**config.mk**
```make
export PLATFORM = sky130hd
export DESIGN_NAME = dcu_ctrl_top
export DESIGN_NICKNAME = d
export VERILOG_FILES = /design/src/pkg/dcu_pkg.sv /design/src/rtl/dcu_ctrl_top.sv
export VERILOG_INCLUDE_DIRS = /design/src /design/src/pkg
export SDC_FILE = /design/constraint.sdc
export NUM_CORES = 1
export LEC_CHECK = 0
export BUFFER_PORTS_ARGS = -buffer_cell sky130_fd_sc_hd__buf_2
export CELL_PAD_IN_SITES_DETAIL_PLACEMENT = 1
export CELL_PAD_IN_SITES_GLOBAL_PLACEMENT = 1
export CORE_AREA = 5 5 72 74
export DETAILED_ROUTE_END_ITERATION = 10
export DIE_AREA = 0 0 77 79
export GPL_ROUTABILITY_DRIVEN = 0
export MAX_ROUTING_LAYER = met4
export PLACE_DENSITY_LB_ADDON = 0.25
export SLEW_MARGIN = 25
export SYNTH_ARGS = -nofsm -noshare
export SYNTH_HDL_FRONTEND = slang
export SYNTH_SLANG_ARGS = --single-unit
```
**constraint.sdc**
```tcl
create_clock -name clk_sys -period 1.6 [get_ports clk_sys]
set_input_delay 0.08 -clock clk_sys [delete_from_list [all_inputs] [get_ports clk_sys]]
set_output_delay 0.08 -clock clk_sys [all_outputs]
set_load 0.02 [all_outputs]
```
**src/pkg/dcu_map.svh**
```systemverilog
// Offsets, field positions and reset values of the synthesizer control word
`ifndef DCU_MAP_SVH
`define DCU_MAP_SVH

`define DCU_ADDR_W 6
`define DCU_ADDR_B3 6'h1D
`define DCU_ADDR_B2 6'h1E
`define DCU_ADDR_B1 6'h1F
`define DCU_ADDR_B0 6'h20

`define DCU_BIT_CMP_PD 28
`define DCU_BIT_HALT 27
`define DCU_BIT_CDAC_PD 26
`define DCU_BIT_DAC_PD 25
`define DCU_BIT_DIG_PD 24
`define DCU_BIT_RSVD 23
`define DCU_BIT_RANGE 22
`define DCU_BIT_BYPASS 21
`define DCU_MULT_MSB 20
`define DCU_MULT_LSB 16
`define DCU_BIT_CLR1 15
`define DCU_BIT_CLRALL 14
`define DCU_BIT_TRI 13

// Bits 28,26:24,22:16,14,13 are stored; open, halt, reserved, one-shot and don't-care are not
`define DCU_STORE_MASK 32'h177F6000
`define DCU_RESET_VAL 32'h00600000

`define DCU_MULT_MIN 5'h04
`define DCU_MULT_MAX 5'h14
`define DCU_MODE_RAMP_FSK 3'h2

`endif

```
**src/pkg/dcu_pkg.sv**
```systemverilog
// Types shared by the synthesizer control word logic
`default_nettype none
package dcu_pkg;
    typedef enum logic [0:0] {
        DCU_SWEEP_UP = 1'b0,
        DCU_SWEEP_DOWN = 1'b1
    } dcu_sweep_t;
endpackage
`default_nettype wire

```
**src/rtl/dcu_ctrl_top.sv**
```systemverilog
// Upper control word fields of the synthesizer with their power-down and clear outputs
//
// What this block does
// (RULE1) Comparator power-down field drives a power-down indication to the comparator.
// (RULE2) A one written to the halt field stops the device until master reset.
// (RULE3) Control converter power-down field powers down the control converter only.
// (RULE4) Full converter power-down field powers down both converters and the reference.
// (RULE5) Digital power-down stops digital clocks; multiplier loop keeps running.
// (RULE6) Host writes zero to the reserved field below digital power-down.
// (RULE7) Loop range selects oscillator gain, resets to one; keep one above 200 MHz.
// (RULE8) Bypass field powers down the loop and clocks from reference; resets to one.
// (RULE9) Five-bit multiplication factor sets the ratio unless bypassed; legal range 4 to 20.
// (RULE10) One-shot clear field sends one clear pulse to accumulator one, then self-clears.
// (RULE11) The one-shot clear works in every operating mode.
// (RULE12) Level clear field holds both accumulators at zero while set.
// (RULE13) Triangle field sweeps first to second tuning frequency and back, forever.
// (RULE14) Host sets ramped frequency-shift mode whenever triangle is set.
// (RULE15) Operating mode code 0x2 is the ramped frequency-shift mode.
// (RULE16) The control word sits at byte addresses 1D hex through 20 hex.
// (RULE17) Open bits 31 to 29 and bit 12 are ignored on write, read zero.
`timescale 1ns/1ps
`default_nettype none
`include "dcu_map.svh"

module dcu_ctrl_top #(
    parameter int MULT_W = 5
) (
    input wire logic clk_sys,
    input wire logic rst_b,
    input wire logic ce,
    input wire logic [`DCU_ADDR_W-1:0] prog_addr,
    input wire logic [7:0] prog_wdata,
    input wire logic prog_wr,
    input wire logic prog_rd,
    input wire logic [2:0] op_mode,
    input wire logic at_first_tuning_frequency,
    input wire logic at_second_tuning_frequency,
    output logic [7:0] prog_rdata,
    output logic comparator_pd,
    output logic control_dac_pd,
    output logic cosine_dac_pd,
    output logic dac_reference_pd,
    output logic digital_clock_stop,
    output logic pll_power_down,
    output logic pll_high_gain,
    output logic system_clock_from_reference,
    output logic [MULT_W-1:0] pll_mult_factor,
    output logic pll_mult_out_of_range,
    output logic acc1_clear_pulse,
    output logic acc_hold_clear,
    output logic sweep_active,
    output logic sweep_down,
    output logic device_halted
);

    // Field width is fixed by the word layout
    if (MULT_W != `DCU_MULT_MSB - `DCU_MULT_LSB + 1) begin
        $error("MULT_W must match the multiplier field width");
    end
    if (`DCU_MULT_MAX >= (1 << MULT_W)) begin
        $error("MULT_W too narrow for the largest legal factor");
    end

    logic [31:0] word_reg;
    logic [31:0] word_next;
    logic halt_reg;
    logic halt_next;
    logic clr1_reg;
    logic clr1_next;
    logic [7:0] rdata_reg;
    logic [7:0] rdata_next;
    dcu_pkg::dcu_sweep_t sweep_reg;
    dcu_pkg::dcu_sweep_t sweep_next;
    logic cmp_pd_reg;
    logic cmp_pd_next;
    logic cdac_pd_reg;
    logic cdac_pd_next;
    logic cos_pd_reg;
    logic cos_pd_next;
    logic ref_pd_reg;
    logic ref_pd_next;
    logic clk_stop_reg;
    logic clk_stop_next;
    logic pll_pd_reg;
    logic pll_pd_next;
    logic gain_reg;
    logic gain_next;
    logic reference_clock_input_sel_reg;
    logic reference_clock_input_sel_next;
    logic mult_bad_reg;
    logic mult_bad_next;
    logic pulse_reg;
    logic pulse_next;
    logic hold_reg;
    logic hold_next;
    logic sweep_on_reg;
    logic sweep_on_next;
    logic dir_reg;
    logic dir_next;
    logic halted_reg;
    logic halted_next;
    logic [MULT_W-1:0] mult_reg;
    logic [MULT_W-1:0] mult_next;
    logic wr_ok;
    logic tri_run;
    logic mult_low;
    logic mult_high;

    // Halted part answers nothing until master reset
    assign wr_ok = prog_wr && !halt_reg;

    // (RULE15) ramp mode code
    assign tri_run = word_reg[`DCU_BIT_TRI] && (op_mode == `DCU_MODE_RAMP_FSK);

    // (RULE9) legal factor window
    assign mult_low = word_reg[`DCU_MULT_MSB:`DCU_MULT_LSB] < `DCU_MULT_MIN;
    assign mult_high = word_reg[`DCU_MULT_MSB:`DCU_MULT_LSB] > `DCU_MULT_MAX;

    always_comb begin
        word_next = word_reg;
        halt_next = halt_reg;
        clr1_next = 1'b0;
        if (wr_ok) begin
            unique case (prog_addr)
                // (RULE16) byte lanes of the word
                `DCU_ADDR_B3: begin
                    // (RULE17) open bits dropped by mask
                    word_next[31:24] = prog_wdata & 8'(`DCU_STORE_MASK >> 24);
                    // No write clears it, only master reset
                    // (RULE2) latching halt
                    if (prog_wdata[`DCU_BIT_HALT-24]) begin
                        halt_next = 1'b1;
                    end
                end
                `DCU_ADDR_B2: begin
                    // (RULE6) reserved bit not stored
                    word_next[23:16] = prog_wdata & 8'(`DCU_STORE_MASK >> 16);
                end
                `DCU_ADDR_B1: begin
                    word_next[15:8] = prog_wdata & 8'(`DCU_STORE_MASK >> 8);
                    // (RULE10) one-shot, never stored
                    // (RULE11) no mode qualifier
                    clr1_next = prog_wdata[`DCU_BIT_CLR1-8];
                end
                default: begin
                    word_next = word_reg;
                end
            endcase
        end
    end

    // Read byte held until the next taken read
    always_comb begin
        rdata_next = rdata_reg;
        if (prog_rd && !halt_reg) begin
            unique case (prog_addr)
                `DCU_ADDR_B3: rdata_next = word_reg[31:24];
                `DCU_ADDR_B2: rdata_next = word_reg[23:16];
                `DCU_ADDR_B1: rdata_next = word_reg[15:8];
                // Lower fields live elsewhere; unmapped reads give zero
                default: rdata_next = 8'h00;
            endcase
        end
    end

    // (RULE13) triangle turnaround at each end
    always_comb begin
        sweep_next = sweep_reg;
        // Resting at up, so every new sweep starts upward
        if (!tri_run) begin
            sweep_next = dcu_pkg::DCU_SWEEP_UP;
        end else begin
            unique case (sweep_reg)
                dcu_pkg::DCU_SWEEP_UP: begin
                    if (at_second_tuning_frequency) begin
                        sweep_next = dcu_pkg::DCU_SWEEP_DOWN;
                    end
                end
                dcu_pkg::DCU_SWEEP_DOWN: begin
                    if (at_first_tuning_frequency) begin
                        sweep_next = dcu_pkg::DCU_SWEEP_UP;
                    end
                end
            endcase
        end
    end

    // Outputs registered so downstream sees clean levels
    always_comb begin
        // (RULE1) comparator
        cmp_pd_next = word_reg[`DCU_BIT_CMP_PD];
        // (RULE3) control converter, (RULE4) full converter
        cdac_pd_next = word_reg[`DCU_BIT_CDAC_PD] | word_reg[`DCU_BIT_DAC_PD];
        // (RULE4) cosine converter and reference
        cos_pd_next = word_reg[`DCU_BIT_DAC_PD];
        ref_pd_next = word_reg[`DCU_BIT_DAC_PD];
        // (RULE5) digital clocks stop, loop untouched
        clk_stop_next = word_reg[`DCU_BIT_DIG_PD] | halt_reg;
        // (RULE8) bypass powers loop down
        pll_pd_next = word_reg[`DCU_BIT_BYPASS];
        // (RULE7) oscillator gain
        gain_next = word_reg[`DCU_BIT_RANGE];
        reference_clock_input_sel_next = word_reg[`DCU_BIT_BYPASS];
        // (RULE9) flagged, not clamped, so a host fault stays visible
        mult_bad_next = !word_reg[`DCU_BIT_BYPASS] && (mult_low || mult_high);
        // (RULE10) single pulse to accumulator one
        pulse_next = clr1_reg;
        // (RULE12) hold both accumulators
        hold_next = word_reg[`DCU_BIT_CLRALL];
        // (RULE13) sweep state
        sweep_on_next = tri_run;
        dir_next = (sweep_reg == dcu_pkg::DCU_SWEEP_DOWN);
        // (RULE2) halt indication
        halted_next = halt_reg;
        // (RULE9) factor passed on unchanged, bypassed or not
        mult_next = word_reg[`DCU_MULT_MSB:`DCU_MULT_LSB];
    end

    // (RULE7) (RULE8) range and bypass reset high
    always_ff @(posedge clk_sys or negedge rst_b) begin
        if (!rst_b) begin
            word_reg <= `DCU_RESET_VAL;
            halt_reg <= 1'b0;
            clr1_reg <= 1'b0;
        end else if (ce) begin
            word_reg <= word_next;
            halt_reg <= halt_next;
            clr1_reg <= clr1_next;
        end
    end

    always_ff @(posedge clk_sys or negedge rst_b) begin
        if (!rst_b) begin
            rdata_reg <= 8'h00;
        end else if (ce) begin
            rdata_reg <= rdata_next;
        end
    end

    always_ff @(posedge clk_sys or negedge rst_b) begin
        if (!rst_b) begin
            sweep_reg <= dcu_pkg::DCU_SWEEP_UP;
        end else if (ce) begin
            sweep_reg <= sweep_next;
        end
    end

    // Output flops freeze with ce like all other state
    always_ff @(posedge clk_sys or negedge rst_b) begin
        if (!rst_b) begin
            cmp_pd_reg <= 1'b0;
            cdac_pd_reg <= 1'b0;
            cos_pd_reg <= 1'b0;
            ref_pd_reg <= 1'b0;
            clk_stop_reg <= 1'b0;
            pll_pd_reg <= 1'b1;
            gain_reg <= 1'b1;
            reference_clock_input_sel_reg <= 1'b1;
            mult_bad_reg <= 1'b0;
            pulse_reg <= 1'b0;
            hold_reg <= 1'b0;
            sweep_on_reg <= 1'b0;
            dir_reg <= 1'b0;
            halted_reg <= 1'b0;
            mult_reg <= '0;
        end else if (ce) begin
            cmp_pd_reg <= cmp_pd_next;
            cdac_pd_reg <= cdac_pd_next;
            cos_pd_reg <= cos_pd_next;
            ref_pd_reg <= ref_pd_next;
            clk_stop_reg <= clk_stop_next;
            pll_pd_reg <= pll_pd_next;
            gain_reg <= gain_next;
            reference_clock_input_sel_reg <= reference_clock_input_sel_next;
            mult_bad_reg <= mult_bad_next;
            pulse_reg <= pulse_next;
            hold_reg <= hold_next;
            sweep_on_reg <= sweep_on_next;
            dir_reg <= dir_next;
            halted_reg <= halted_next;
            mult_reg <= mult_next;
        end
    end

    assign prog_rdata = rdata_reg;
    assign comparator_pd = cmp_pd_reg;
    assign control_dac_pd = cdac_pd_reg;
    assign cosine_dac_pd = cos_pd_reg;
    assign dac_reference_pd = ref_pd_reg;
    assign digital_clock_stop = clk_stop_reg;
    assign pll_power_down = pll_pd_reg;
    assign pll_high_gain = gain_reg;
    assign system_clock_from_reference = reference_clock_input_sel_reg;
    assign pll_mult_out_of_range = mult_bad_reg;
    assign acc1_clear_pulse = pulse_reg;
    assign acc_hold_clear = hold_reg;
    assign sweep_active = sweep_on_reg;
    assign sweep_down = dir_reg;
    assign device_halted = halted_reg;
    assign pll_mult_factor = mult_reg;

endmodule

`default_nettype wire

```
==> results of run 1 <==
[through the flow]
step	total power, mW	utilization
2_1_floorplan	1.33	-
3_3_place_gp	1.46	0.449
3_5_place_dp	1.47	0.449
4_1_cts	2.39	0.479
5_1_grt	2.45	0.479
6_report	2.36	0.479
[cell families after synthesis]
logic type	Yosys count
flops	40
mux	29
simple gates	26
compound gates	21
buf+inv	13
other cells	1
[routing by layer]
layer | wire length (µm) | vias up | track usage | part of all wire
met2 | 2200 | 32 | 0.255 | 0.51
met5 | 0 | - | - | 0
met4 | 72 | 0 | 0.0550 | 0.017
met3 | 258 | 8 | 0.0533 | 0.060
met1 | 1800 | 622 | 0.167 | 0.42
li1 | - | 561 | - | -
[layout make-up]
| cell class | count | area [µm²] |
|---|---|---|
| Fill cell | 490 | 2360 |
| Sequential cell | 40 | 1010 |
| Multi-Input combinational cell | 77 | 652 |
| Timing Repair Buffer | 55 | 305 |
| Clock buffer | 7 | 96.3 |
| Tap cell | 54 | 67.6 |
| Clock inverter | 1 | 30.0 |
| Inverter | 4 | 15.0 |
[where the power goes]
part           total (mW)  leakage [nW]  internal [mW]  switching (mW)
clock network       0.912        0.0645          0.551           0.361
logic               0.314         0.525          0.144           0.170
registers            1.14         0.530           1.09          0.0517
[cells in the mapped netlist, drive strengths merged]
master,n
nand3,2
o31ai,2
nand2b,1
a21o,1
nand3b,1
mux2,26
and3,1
nand2,9
conb,1
clkbuf,2
a21oi,2
o21ai,8
buf,7
dfstp,4
and4b,2
nor2,4
inv,4
a22oi,4
o21a,1
nand4,1
nor4bb,1
a31oi,1
dfrtp,36
and3b,1
a21boi,1
or3,1
nor2b,2
o22ai,1
mux2i,3
[worst register-to-register path, stage by stage, from the launching register on]
cell     delay (ps)
dfrtp_1         380
and3b_4         310
and4b_1         370
mux2_4          330
[path summary, 6_finish.rpt]
check,endpoint,startpoint,depth (start not counted)
worst max-delay path,word_reg[24],halt_reg,3
min in group asynchronous,pll_mult_out_of_range,rst_b,2
worst max register to register,word_reg[24],halt_reg,3
worst min register to register,prog_rdata[2],prog_rdata[2],2
max in group asynchronous,halt_reg,rst_b,3
worst min-delay path,halt_reg,prog_wdata[3],2
[repair_timing]
action,4_1_cts,5_1_grt
hold buffers,1,0
buffers inserted,0,0
endpoints found under the hold margin,13,0
setup endpoints to repair,0,0
==> summary.md, run 1 <==
| Metric | Value |
|---|---|
| Mux cell area share after synthesis | `0.209` |
| Drt wl/cell | `18.2 µm` |
| Cell taking the most area after synthesis | `dfrtp_1` |
| Setup CP Type | `flop to flop` |
| Reg2reg setup slack | `100 ps` |
| Top Ports | `51` |
| Max-cap violations | `0` |
| Synth-to-Final Area Change | `24.7%` |
| Critical path data arrival time | `1690 ps` |
| Mapped Area | `0.00174 mm²` |
| Post-synthesis simple-gate area fraction | `0.0884` |
| Final Instance Count excl. Fillers | `238` |
| Worst setup margin | `96.9 ps` |
| Startpoint Class | `flop` |
| GRT Util Overall | `0.151` |
| CTS max path bufs | `2` |
| Routed wire length | `4.33 mm` |
| Netlist cell types | `34` |
| Number of synthesized register bits | `40` |
| Sequential fraction of the synthesis area | `0.578` |
| # diodes | `0` |
| Worst-path fanout max | `5` |
| Avg Cell Area, Syn | `13.4 µm²` |
| Minimum clock period after layout | `1500 ps` |
| Syn_nets | `154` |
| Post-route cell area | `about 0.0022 mm²` |
| P_leak | `1.12 nW` |
| Final Cycle Share | `0.939` |
| Final hold vios | `0` |
| Post-Synth XOR/XNOR Area | `0` |
| Post-synthesis adder-cell area fraction | `0` |
| Commonest non-fill, non-tap cell in the layout | `buf_2` |
| Clk sinks | `40` |
| Initial antenna violation count | `0` |
| Dpl hpwl | `3.21 mm` |
| Root buffer cell | `clkbuf_8` |
| Compound-Gate Fraction of Synth Area | `0.0747` |
| CP max-delay cell | `dfrtp_1` |
| Share of cells above drive strength 1 | `0.511` |
| Max FFs per register | `13` |
| Yosys top cell area share | `0.517` |
| Critical Path RT | `1780 ps` |
| Vias per cell | `5.14` |
| Ys Warns | `0` |
| DRT antenna net count | `0` |
| CTS tree | `done` |
| Clock Pin Slew Worst Setup and Hold Paths | `70 ps` |
| Core region area | `0.00454 mm²` |
| Initial drt markers | `26` |
| Starting Density | `0.384` |
| Worst IR Drop VDD | `0.753 mV` |
| Largest family of logic cells by synthesized area | `multiplexers` |
| PortBufs | `between 40 and 50` |
| Clock Skews | `11.4 ps` |
| Cell Rows | `25` |
| RSZ-0062 raised after global routing | `false` |
| Max Freq | `approximately 0.67 GHz` |
| Pre-Repair DR Iteration Count | `6` |
| Vias in the first global route | `1320` |
| Top post-synthesis cells by area | `dfrtp_1 (52%), mux2_4 (9.5%), mux2_2 (9.1%), dfstp_2 (6.0%), o21ai_0 (2.3%)` |
| Die Y | `79 µm` |
| Worst path cell trace | `and3b_4 > and4b_1 > mux2_4` |
| Setup Viol. Count Final | `0` |
| Crit path largest cell delay | `380 ps` |
| Dpl ws | `122 ps` |
| Max-slew violation count | `0` |
| Post-CTS Resized | `0` |
| Worst skew pair latency | `300 ps` |
| Pwr Density | `1090 mW/mm²` |
| Inst Count DP | `229` |
| Mapped Cells | `130` |
| Total congestion overflow | `0` |
| Largest net degree at the start of global routing | `26` |
| First-pass GRT wire length | `6.89 mm` |
| Setup tns final | `0 ps` |
| Hold Path Class | `input pin to flop` |
| CP endpoint kind | `flop` |
| Post-DP Area | `0.00204 mm²` |
| Max H-tree Level | `2` |
| Die W | `77 µm` |
| Final hold slack | `14.0 ps` |
| Commonest cells after routing, fill and taps aside | `buf_2 (49), dfrtp_1 (36), mux2_2 (14), mux2_4 (11), nand2_1 (9)` |
| Die area | `0.00608 mm²` |
| Nets | `207` |
| Cell family with most CP delay | `simple AND/OR/NAND/NOR gates` |
| Status | `finished clean` |
| Clock buffer count from CTS | `5` |
| DRC viols | `0` |
| Vias | `approximately 1200` |
| WP buf/inv | `0` |
Note: power is estimated with default switching activity, not from simulation.
==> run 2: changes to the inputs <==
--- a/config.mk
+++ b/config.mk
@@ -15,6 +15,7 @@
 export GPL_ROUTABILITY_DRIVEN = 0
 export MAX_ROUTING_LAYER = met4
 export PLACE_DENSITY_LB_ADDON = 0.25
+export SETUP_SLACK_MARGIN = 0.5
 export SLEW_MARGIN = 25
 export SYNTH_ARGS = -nofsm -noshare
 export SYNTH_HDL_FRONTEND = slang
==> run 2 against run 1 <==
Fmax up 3.6%. Clock skew down 7.3 ps. Power down 7.4%. Via count up 1.5%. Worst hold slack better by 5.4 ps. Die area unchanged. Setup slack better by 52 ps. Largest cell class unchanged. Highest routed layer unchanged.
==> summary.md, run 2 (synthesis results as in run 1) <==
| Metric | Value |
|---|---|
| Worst skew pair latency | `290 ps (about the same)` |
| Routed wire length | `4.25 mm (-1.9%)` |
| Clk sinks | `40 (unchanged)` |
| Slew HR | `0.654` |
| Clock Pin Slew Worst Setup and Hold Paths | `80 ps (about the same)` |
| Crit path largest cell delay | `380 ps (about the same)` |
| RSZ-0062 raised after global routing | `true` |
| Top Ports | `51 (unchanged)` |
| GRT Util Overall | `0.149 (-0.00231)` |
| Final hold slack | `19.4 ps (+5.39 ps)` |
| Starting Density | `0.384 (unchanged)` |
| Max Freq | `0.689 GHz (+3.6%)` |
| Max H-tree Level | `2 (unchanged)` |
| DRC viols | `0 (unchanged)` |
| Die area | `0.00608 mm² (unchanged)` |
| Critical path data arrival time | `1630 ps (-60 ps)` |
| Pwr Density | `954 mW/mm² (-12%)` |
| Worst IR Drop VDD | `0.592 mV (-21%)` |
| Worst path cell trace | `and3b_4 > and4b_2 > mux2_4` |
| Nets | `216 (+4.3%)` |
| Setup tns final | `0 ps (unchanged)` |
| Commonest non-fill, non-tap cell in the layout | `buf_2` |
| Dpl hpwl | `3.07 mm (-4.6%)` |
| Clock buffer count from CTS | `5 (unchanged)` |
| Min-delay src | `prog_wdata[3]` |
| Root buffer cell | `clkbuf_8` |
| Die Y | `79 µm (unchanged)` |
| Drt wl/cell | `17.2 µm (-5.5%)` |
| Status | `finished clean` |
| Largest net degree at the start of global routing | `41 (+58%)` |
| CTS max path bufs | `2 (unchanged)` |
| Hold Path Class | `input pin to flop` |
| Initial antenna violation count | `0 (unchanged)` |
| Final Power | `2.19 mW (-7.4%)` |
| Synth-to-Final Area Change | `31.7%` |
| Cell Rows | `25 (unchanged)` |
| Commonest cells after routing, fill and taps aside | `buf_2 (46), dfrtp_1 (36), buf_4 (15), mux2_2 (14), mux2_4 (12)` |
| Setup Viol. Count Final | `0 (unchanged)` |
| Share of cells above drive strength 1 | `0.596 (+0.0850)` |
| Die W | `77 µm (unchanged)` |
| Slew @ Worst Pin | `520 ps` |
| Worst R2R Start | `halt_reg` |
| GRT busiest layer | `met2` |
| Final hold vios | `0 (unchanged)` |
| Vias in the first global route | `1334 (+1.1%)` |
| P_leak | `1.19 nW (+6.0%)` |
| DRT antenna net count | `0 (unchanged)` |
| Met2 Resource Use GR | `0.240 (-0.0144)` |
| Max-slew violation count | `0 (unchanged)` |
| PortBufs | `49 (unchanged)` |
| Max FFs per register | `13 (unchanged)` |
| First-pass GRT wire length | `6.89 mm (unchanged)` |
| Worst setup margin | `149 ps (+51.7 ps)` |
| Vias | `1241 (+1.5%)` |
| CP endpoint kind | `flop` |
| Total congestion overflow | `0 (unchanged)` |
| Pre-Repair DR Iteration Count | `4 (-2)` |
| CP max-delay cell | `dfrtp_1` |
| Vias per cell | `5.02 (-2.2%)` |
| Dpl ws | `116 ps (-6.22 ps)` |
| # diodes | `0 (unchanged)` |
| Startpoint Class | `flop` |
| Final Cycle Share | `0.907 (-0.0323)` |
| Core region area | `0.00454 mm² (unchanged)` |
| Max-cap violations | `0 (unchanged)` |
| Critical Path RT | `1780 ps (about the same)` |
| Initial drt markers | `49 (+88%)` |
| Met1 GRT Util | `0.181 (+0.0143)` |
| Worst Setup SP | `halt_reg` |
| Clock Skews | `4.14 ps (-7.29 ps)` |
| Setup CP Type | `flop to flop` |
| Worst-path fanout max | `5 (unchanged)` |
| GRT met3 Usage | `0.0454 (-0.00794)` |
| Minimum clock period after layout | `1450 ps (-51.7 ps)` |
| CTS tree | `done` |
-- run 2: cell types whose count changed in the layout (fill, tap and decap cells not counted), moves of 2 or more --
cell,delta
buf_4,+11
nand2_1,-4
buf_2,-3
o21ai_0,-3
buf_6,+2
clkinv_2,+2
nand2_2,+2
nand2_4,+2
o21ai_1,+2
o31ai_1,-2
o31ai_4,+2
-- run 2: path summary, 6_finish.rpt --
kind                                               end  slack (ps)  cells after the start
setup / recovery                          word_reg[26]         150                      3
min in group asynchronous                 word_reg[17]         380                      3
max in group asynchronous  system_clock_from_reference         850                      3
setup reg to reg                          word_reg[26]         150                      3
hold / removal                                halt_reg          20                      2
hold reg to reg                               dir_next         480                      1
-- run 2: report_power, final --
part / leakage (nW) / internal [mW] / total, mW / switching, mW
clock network: 0.0510 / 0.344 / 0.699 / 0.355
logic: 0.606 / 0.168 / 0.350 / 0.182
registers: 0.530 / 1.09 / 1.14 / 0.0528
total: 1.19 / 1.60 / 2.19 / 0.590
-- run 2: metal layers --
metal  vias to the layer above  share of wire
li1                        579              -
met1                       626           0.43
met2                        30           0.50
met3                         6          0.047
met4                         0          0.014
met5                         -              0
-- run 2: worst max-delay path: cells and delay by family (launching register included) --
kind             cells  cell delay (ps)
DFF                  1              380
and+or+nand+nor      2              640
muxes                1              310
-- run 2: final cells by class --
class	instances	area, µm²
tap	54	67.6
fill	494	2240
multi-input combinational	77	737
clock inverter	2	10.0
sequential	40	1010
timing repair buffer	64	375
clock buffer	6	82.6
inverter	4	15.0
-- run 2: per-stage QoR --
stage | std cells | instance area, µm² | util
finish | 247 | 2290 | 0.506
detailed placement | 228 | 2020 | 0.444
global route | 247 | 2290 | 0.506
global placement | 228 | 2020 | 0.444
floorplan | 130 | 1740 | -
CTS | 240 | 2210 | 0.488
-- run 2: timing repair --
item	in CTS	in global routing
gates resized for setup	18	7
hold buffers	1	0
setup buffers	3	7
pin swaps	3	2
hold endpoints to repair	36	0
endpoints found under the setup margin	24	26
